File: src/common/isa_bus_defs.svh
// Timing counts and encodings for the ISA bus cycle engine.
// Assumes a 20 MHz core clock; the bus clock is derived from it.
`ifndef ISA_BUS_DEFS_SVH
`define ISA_BUS_DEFS_SVH
`define CORE_CLK_NS        50
`define BCLK_PERIOD_NS     400
`define BCLK_HALF_CYC      (`BCLK_PERIOD_NS / `CORE_CLK_NS / 2)
`define BCLK_DIV_W         3
`define READY_TIMER_W      4
`define READY_BCLKS_8BIT   4'h6
`define READY_BCLKS_16BIT  4'h3
`define LOW_MEG_TOP        24'h100000
`define ADDR_W             24
`define CYC_MEM_RD         2'h0
`define CYC_MEM_WR         2'h1
`define CYC_IO_RD          2'h2
`define CYC_IO_WR          2'h3
`endif

File: src/common/isa_bus_pkg.sv
// Types shared by the ISA bus cycle engine.
// Constants live in isa_bus_defs.svh.
package isa_bus_pkg;
  typedef struct packed {
    logic [1:0]  kind;
    logic        dma;
    logic        hi_byte;
    logic [23:0] addr;
  } isa_req_t;

  typedef struct packed {
    logic        done;
    logic        width16;
    logic        early;
  } isa_resp_t;

  typedef enum logic [2:0] {
    ST_IDLE   = 3'b000,
    ST_ADDR   = 3'b001,
    ST_CMD    = 3'b011,
    ST_END    = 3'b010,
    ST_MASTER = 3'b110
  } isa_state_t;
endpackage

File: src/hdl/isa_bus_interface.sv
// ISA bus cycle engine: runs memory and I/O cycles for internal requesters,
// derives the bus clock, yields command lines to an ISA master.
// Assumes requests come from logic on core_clk; bus inputs are asynchronous.
//
// Functional notes
// RULE1: Drive memory strobes, inputs under ISA master
// RULE2: Drive I/O strobes, inputs under ISA master
// RULE3: Bus owner drives upper address 23..17
// RULE4: Low address lines carry memory/IO address
// RULE5: Zero-wait input ends cycle early
// RULE6: Byte-high enable asserted for upper lane
// RULE7: Memory 16-bit select chooses cycle width
// RULE8: I/O 16-bit select sizes I/O cycle
// RULE9: Channel check input flagged as error
// RULE10: Refresh line driven open drain
// RULE11: Master input turns command lines around
// RULE12: Low-memory strobes only below first megabyte
// RULE13: Channel-ready low stretches the cycle
// RULE14: Address latch enable marks valid address
// RULE15: Address enable held through DMA cycles
// RULE16: Bus clock free-running, times all phases
// RULE17: Ready count ends cycle; extension beats early
`timescale 1ns/100ps
`include "isa_bus_defs.svh"
module isa_bus_interface (
  input  wire logic                   core_clk,
  input  wire logic                   rst,
  input  wire isa_bus_pkg::isa_req_t  req,
  input  wire logic                   req_valid,
  input  wire logic                   refresh_req,
  output logic                        req_ready,
  output isa_bus_pkg::isa_resp_t      resp,
  output logic                        chk_error,
  output logic                        bclk,
  output logic [23:0]                 addr_out,
  output logic                        addr_oe,
  input  wire logic [23:0]            addr_in,
  output logic [3:0]                  cmd_out_n,
  output logic                        cmd_oe,
  input  wire logic [3:0]             cmd_in_n,
  output logic                        sbhe_out_n,
  input  wire logic                   sbhe_in_n,
  output logic                        smemr_n,
  output logic                        smemw_n,
  output logic                        bale,
  output logic                        aen,
  output logic                        refresh_out_n,
  output logic                        refresh_oe,
  input  wire logic                   refresh_in_n,
  input  wire logic                   zws_n,
  input  wire logic                   iochrdy,
  input  wire logic                   m16_n,
  input  wire logic                   io16_n,
  input  wire logic                   iochk_n,
  input  wire logic                   master_n,
  output logic                        master_active,
  output logic [23:0]                 master_addr,
  output logic [3:0]                  master_cmd_n,
  output logic                        master_sbhe_n
);
  import isa_bus_pkg::*;

  // Two-flop synchronisers; stage one is read only by stage two
  localparam int NSYNC = 10;
  logic [NSYNC-1:0] sync1;
  logic [NSYNC-1:0] sync2;
  wire  [NSYNC-1:0] raw_in = {refresh_in_n, sbhe_in_n, cmd_in_n, zws_n, iochrdy,
                              m16_n, io16_n};
  genvar gi;
  generate
    for (gi = 0; gi < NSYNC; gi++) begin : g_sync
      always_ff @(posedge core_clk) begin
        sync1[gi] <= rst ? 1'b1 : raw_in[gi];
        sync2[gi] <= rst ? 1'b1 : sync1[gi];
      end
    end
  endgenerate
  logic [1:0] chk_s;
  logic [1:0] mst_s;
  logic [23:0] addr_s1;
  logic [23:0] addr_s2;
  always_ff @(posedge core_clk) begin
    chk_s   <= rst ? 2'b11 : {chk_s[0], iochk_n};
    mst_s   <= rst ? 2'b11 : {mst_s[0], master_n};
    addr_s1 <= addr_in;
    addr_s2 <= addr_s1;
  end
  wire io16_s    = ~sync2[0];
  wire m16_s     = ~sync2[1];
  wire rdy_s     = sync2[2];
  wire zws_s     = ~sync2[3];
  wire [3:0] cin = sync2[7:4];
  wire sbhe_s    = sync2[8];
  wire master_s  = ~mst_s[1];

  // Bus clock divider; the rising edge enable paces every cycle phase [RULE16]
  logic [`BCLK_DIV_W-1:0] div_cnt;
  wire div_wrap = (div_cnt == `BCLK_DIV_W'(`BCLK_HALF_CYC - 1));
  wire bclk_rise = div_wrap & ~bclk;
  always_ff @(posedge core_clk) begin
    if (rst) begin
      div_cnt <= '0;
      bclk    <= 1'b0;
    end else begin
      div_cnt <= div_wrap ? '0 : div_cnt + 1'b1;
      bclk    <= div_wrap ? ~bclk : bclk; // [RULE16]
    end
  end

  isa_state_t state;
  isa_state_t next_state;
  isa_req_t   cur;
  logic [`READY_TIMER_W-1:0] timer;
  logic       width16;

  // Width decision from slave selects [RULE7] [RULE8]
  wire is_mem      = ~cur.kind[1];
  wire sel16       = is_mem ? m16_s : io16_s;
  wire timer_out   = (timer == '0);
  // Ready low stretches; zero-wait cannot override it [RULE13] [RULE17]
  wire end_early   = zws_s & rdy_s; // [RULE5]
  wire end_cycle   = rdy_s & (timer_out | end_early); // [RULE17]
  wire low_meg     = (cur.addr < `ADDR_W'(`LOW_MEG_TOP)); // [RULE12]
  wire start       = req_valid & (state == ST_IDLE) & ~master_s;

  // Cycle sequencer: address phase, command phase, end phase
  always_comb begin
    next_state = state;
    unique case (state)
      ST_IDLE:   next_state = master_s ? ST_MASTER : (start ? ST_ADDR : ST_IDLE);
      ST_ADDR:   next_state = bclk_rise ? ST_CMD : ST_ADDR;
      ST_CMD:    next_state = (bclk_rise & end_cycle) ? ST_END : ST_CMD;
      ST_END:    next_state = bclk_rise ? ST_IDLE : ST_END;
      ST_MASTER: next_state = master_s ? ST_MASTER : ST_IDLE; // [RULE11]
      default:   next_state = ST_IDLE;
    endcase
  end

  always_ff @(posedge core_clk) begin
    if (rst) begin
      state <= ST_IDLE;
      cur   <= '0;
    end else begin
      state <= next_state;
      if (start)
        cur <= req;
    end
  end

  // Ready timer loaded at command start, counted on bus clock edges
  always_ff @(posedge core_clk) begin
    if (rst) begin
      timer   <= '0;
      width16 <= 1'b0;
    end else if (state == ST_ADDR && bclk_rise) begin
      width16 <= sel16;
      timer   <= sel16 ? `READY_BCLKS_16BIT : `READY_BCLKS_8BIT;
    end else if (state == ST_CMD && bclk_rise && !timer_out) begin
      timer <= timer - 1'b1;
    end
  end

  // Request seen by the pins; on the start edge cur is still stale,
  // so the fresh request feeds address, byte enable and aen directly
  isa_req_t src;
  assign src = start ? req : cur;

  // Bus pin drive, decided from next state so outputs leave flops
  wire own      = (next_state == ST_ADDR) | (next_state == ST_CMD) | (next_state == ST_END);
  wire cmd_on   = (next_state == ST_CMD);
  wire [3:0] strobe_n = ~({4{cmd_on}} & (4'h1 << src.kind)); // [RULE1] [RULE2]
  wire [23:0] bus_addr = src.kind[1] ? {8'h00, src.addr[15:0]} : src.addr; // [RULE3] [RULE4]
  always_ff @(posedge core_clk) begin
    if (rst) begin
      addr_out   <= '0;
      addr_oe    <= 1'b0;
      cmd_out_n  <= 4'hF;
      cmd_oe     <= 1'b0;
      sbhe_out_n <= 1'b1;
      smemr_n    <= 1'b1;
      smemw_n    <= 1'b1;
      bale       <= 1'b0;
      aen        <= 1'b0;
    end else begin
      addr_out   <= bus_addr;
      addr_oe    <= own & ~master_s; // [RULE3] [RULE11]
      cmd_out_n  <= strobe_n;
      cmd_oe     <= own & ~master_s; // [RULE1] [RULE2] [RULE11]
      sbhe_out_n <= ~(own & ~master_s & src.hi_byte); // [RULE6]
      smemr_n    <= ~(cmd_on & low_meg & (cur.kind == `CYC_MEM_RD)); // [RULE12]
      smemw_n    <= ~(cmd_on & low_meg & (cur.kind == `CYC_MEM_WR)); // [RULE12]
      bale       <= (next_state == ST_ADDR); // [RULE14]
      aen        <= own & src.dma; // [RULE15]
    end
  end

  // Open-drain refresh: only ever pulls low, else released [RULE10]
  always_ff @(posedge core_clk) begin
    if (rst) begin
      refresh_out_n <= 1'b0;
      refresh_oe    <= 1'b0;
    end else begin
      refresh_out_n <= 1'b0;
      // Next state, not present: never pull while a cycle is launching
      refresh_oe    <= refresh_req & (next_state == ST_IDLE) & ~master_s; // [RULE10]
    end
  end

  // Handshake, status, error and master-side observation
  always_ff @(posedge core_clk) begin
    if (rst) begin
      req_ready     <= 1'b0;
      resp          <= '0;
      chk_error     <= 1'b0;
      master_active <= 1'b0;
      master_addr   <= '0;
      master_cmd_n  <= 4'hF;
      master_sbhe_n <= 1'b1;
    end else begin
      req_ready     <= (next_state == ST_IDLE) & ~master_s;
      resp.done     <= (state == ST_END) & bclk_rise;
      resp.width16  <= width16; // [RULE7] [RULE8]
      if (state == ST_CMD && bclk_rise && end_cycle)
        resp.early  <= end_early & ~timer_out; // [RULE5]
      chk_error     <= ~chk_s[1]; // [RULE9]
      master_active <= master_s; // [RULE11]
      master_addr   <= master_s ? addr_s2 : '0;
      master_cmd_n  <= master_s ? cin : 4'hF; // [RULE1] [RULE2]
      master_sbhe_n <= master_s ? sbhe_s : 1'b1;
    end
  end
endmodule

File: config.mk
export PLATFORM = sky130hd
export DESIGN_NAME = isa_bus_interface
export DESIGN_NICKNAME = d
export VERILOG_FILES = /design/src/common/isa_bus_pkg.sv /design/src/hdl/isa_bus_interface.sv
export VERILOG_INCLUDE_DIRS = /design/src /design/src/common
export SDC_FILE = /design/constraint.sdc
export NUM_CORES = 1
export LEC_CHECK = 0
export ABC_AREA = 1
export BUFFER_PORTS_ARGS = -buffer_cell sky130_fd_sc_hd__buf_2
export CAP_MARGIN = 20
export CORE_MARGIN = 5
export CORE_UTILIZATION = 40
export CTS_CLUSTER_DIAMETER = 80
export DETAILED_ROUTE_END_ITERATION = 7
export PLACE_DENSITY_LB_ADDON = 0.2
export SLEW_MARGIN = 20
export SYNTH_ARGS = -nofsm -noshare
export SYNTH_HDL_FRONTEND = slang
export SYNTH_SLANG_ARGS = --single-unit
File: constraint.sdc
create_clock -name core_clk -period 1.4 [get_ports core_clk]
set_input_delay 0.28 -clock core_clk [delete_from_list [all_inputs] [get_ports core_clk]]
set_output_delay 0.28 -clock core_clk [all_outputs]
set_load 0.01 [all_outputs]
==> results.yml <==
status:
  outcome: "complete, but fails checks"
  violations: "negative setup slack"
power:
  swShare: 0.224
  seq_power_share: 0.479
  power_frac_clock: 0.432
  comb_power_share: 0.089
  power.density_mw_per_mm2: 1580
  cellLeakagePower_nw: 3.19
  p_int_mw: 8.16
  p_sw_mw: 2.36
  finalPower_mw: 10.5
  ir_drop_mv: 1.07
floorplan:
  dieArea_mm2: 0.0145
  pin_count: 141
  start_util: 0.406
  die_w_um: 120
  die_h_um: 120
  fp.coreArea_mm2: 0.0120
  rows: 40
cells_and_area:
  drive_above_1_share: 0.380
  syn2layout_area_growth_pct: 36.0
  area.sequential_mm2: 0.00329
  final_common_cell: "dfxtp_1"
  post-route-cell-area_mm2: 0.00664
  antennaDiodeCount: 0
  nets: 717
  multi_input_area_mm2: 0.00124
  filler_cell_count: 1066
  final_cell_mix: "161 x dfxtp_1, 138 x buf_2, 68 x inv_1, 63 x nor2_1, 27 x or2_2"
logic_synthesis:
  ys_warn_count: 0
  seq_area_frac_synth: 0.673
  synth_seq_cells: 164
  syn_inst: 480
  syn_area_per_cell_um2: 10.2
  syn_area_mm2: 0.00488
  synth_cell_type_count: 32
  syn_nets: 552
route:
  drc_errors: 0
  vias_per_cell: 4.19
  drtPass1Iterations: 4
  drtAntennaViolNets: 0
  drt-initial-drc-count: 109
  via_count: 3368
  drt-wirelength-per-cell_um: 11.6
  routed_wl_um: 9310
worst_setup_path:
  cp_data_required_time_ps: 1700
  cp_top_family: "simple AND/OR/NAND/NOR gates"
  cp.arrival_ps: 1820
  worstPathMaxFanout: 5
  crit_cells: 9
  cp_common_cell: "nand2_2"
  critical_path_class: "flip-flop to flip-flop"
  cp-start-kind: "flip-flop"
  path_cells: "ha_4 > ha_4 > nand2_2 > nor2_2 > nand2_2 > a21oi_4 > nand2_2 > inv_2 > nor2_1"
  max_stage_delay_ps: 340
  crit_buf_inv: 1
  reg2reg_depth: 9
  worstSetupEndpointType: "flip-flop"
  cp_slowest_cell: "dfxtp_2"
clock_tree:
  cts_tree: "yes"
  cts_inserted_buffers: 17
  clkLatencyLatePin_ps: 410
  clk_pin_slew_ps: 60
  root_buffer: "clkbuf_16"
  tritoncts_num_sinks: 164
  cts_buffer_depth: 2
  cts_htree_levels: 4
timing:
  fin_ws_ps: -115
  finalCritPeriodShare: 1.08
  fin_worst_skew_ps: 6.21
  drv_slew: 0
  fmax_mhz: 660
  finalHoldViolCount: 0
  fin_crit_ps: 1520
  finalSetupViolations: 16
  rsz0062_at_grt: "true"
global_routing:
  grt_max_degree: 33
  grt_usage: 0.133
  grt-ovfl-total: 0
  antenna_found_initial: 0
  grt_pass1_wl_um: 15200
  grt_pass1_vias: 3317
min_path:
  worstHoldPathType: "input port to flip-flop"
  hold_depth: 2
placed_design:
  place_congestion: 0.747
  post_dp_cell_area_mm2: 0.00562
  dp_slack_ps: -203
  hpwl_um: 6430
  portBuffers: 138
job:
  drv_cap: 0
## path summary, 6_finish.rpt
path	startpoint	endpoint	slack [ps]
worst min-delay path	iochk_n	chk_s[0]$_SDFF_PP1_	50
worst min register to register	addr_s1[15]$_DFF_P_	addr_s2[15]$_DFF_P_	320
worst max register to register	div_cnt[0]$_SDFF_PP0_	aen$_SDFF_PP0_	-120
worst max-delay path	div_cnt[0]$_SDFF_PP0_	aen$_SDFF_PP0_	-120
## per-stage QoR
step	std cells	util	hold WS [ps]	setup TNS [ps]
after floorplan	480	-	308	-0.402
after detailed placement	743	0.468	313	-1990
after global placement	743	0.468	310	-1110
after CTS	799	0.544	33.9	-653
final	803	0.553	53.0	-777
after global routing	803	0.553	33.0	-2550
## flip-flops by register name, summed over array words and instances (netlist names), 4 cells and up
register,count
addr_out,8
addr_s1,24
addr_s2,24
cin,4
cmd_out_n,4
cur,28
master_addr,24
master_cmd_n,4
sync1,9
timer,4
## cell type report
type | instances | share of cell area
clock buffer | 19 | 0.0652
multi-input combinational | 212 | 0.187
tap | 147 | 0.0277
timing repair buffer | 178 | 0.161
clock inverter | 11 | 0.0234
inverter | 72 | 0.0411
sequential | 164 | 0.495
## cell families after synthesis
logic type,Yosys count,share of synthesized area
fa+ha+maj,4,0.0103
buf+inv,105,0.0995
xor+xnor,1,0.00179
compound gates,47,0.0531
simple gates,150,0.146
other cells,1,0.000768
flops,164,0.673
mux,8,0.0164
## synth_stat cells
master | number | share of area
nand3_1 | 14 | 0.014
buf_4 | 18 | 0.028
o21ai_0 | 21 | 0.022
inv_1 | 70 | 0.054
dfxtp_1 | 164 | 0.67
a21oi_2 | 1 | 0.0018
nand2_1 | 30 | 0.023
inv_2 | 2 | 0.0015
o21ai_2 | 2 | 0.0036
xnor2_1 | 1 | 0.0018
nor2_2 | 1 | 0.0013
conb_1 | 1 | 0.00077
clkbuf_1 | 7 | 0.0054
ha_1 | 4 | 0.010
a21oi_1 | 20 | 0.021
nor4_1 | 1 | 0.0013
o21ai_1 | 1 | 0.0010
nor2_1 | 66 | 0.051
or2_2 | 27 | 0.035
nand3_4 | 1 | 0.0036
buf_8 | 1 | 0.0031
mux2i_1 | 8 | 0.016
buf_2 | 4 | 0.0041
nor3_1 | 3 | 0.0031
buf_1 | 2 | 0.0015
o22ai_1 | 1 | 0.0013
nand3_2 | 2 | 0.0041
nor2_4 | 3 | 0.0069
buf_6 | 1 | 0.0023
nand2_2 | 1 | 0.0013
nand4_1 | 1 | 0.0013
a21oi_4 | 1 | 0.0033
## power by group through the flow
stage          Sequential [mW]  Combinational, mW  Clock (mW)
6_report                  5.03              0.939        4.55
5_1_grt                   5.06               1.05        4.90
4_1_cts                   5.03              0.881        4.67
3_5_place_dp              5.13              0.797           0
3_3_place_gp              5.12              0.779           0
2_1_floorplan             5.14              0.551           0
## metal layers
layer / routed length [um] / GRT usage / up-vias
met2: 4770 / 0.226 / 72
met5: 0 / 0 / -
met1: 3960 / 0.153 / 1516
met3: 426 / 0.0444 / 12
met4: 153 / 0.0574 / 0
li1: - / - / 1768
## repair_timing
item / 4_1_cts / 5_1_grt
endpoints found under the setup margin: 19 / 51
pin swaps: 10 / 9
gates resized for setup: 19 / 19
hold buffers: 24 / 0
setup buffers: 2 / 3
gates cloned: 0 / 1
endpoints found under the hold margin: 24 / 0
(Power assumes the default switching activity.)
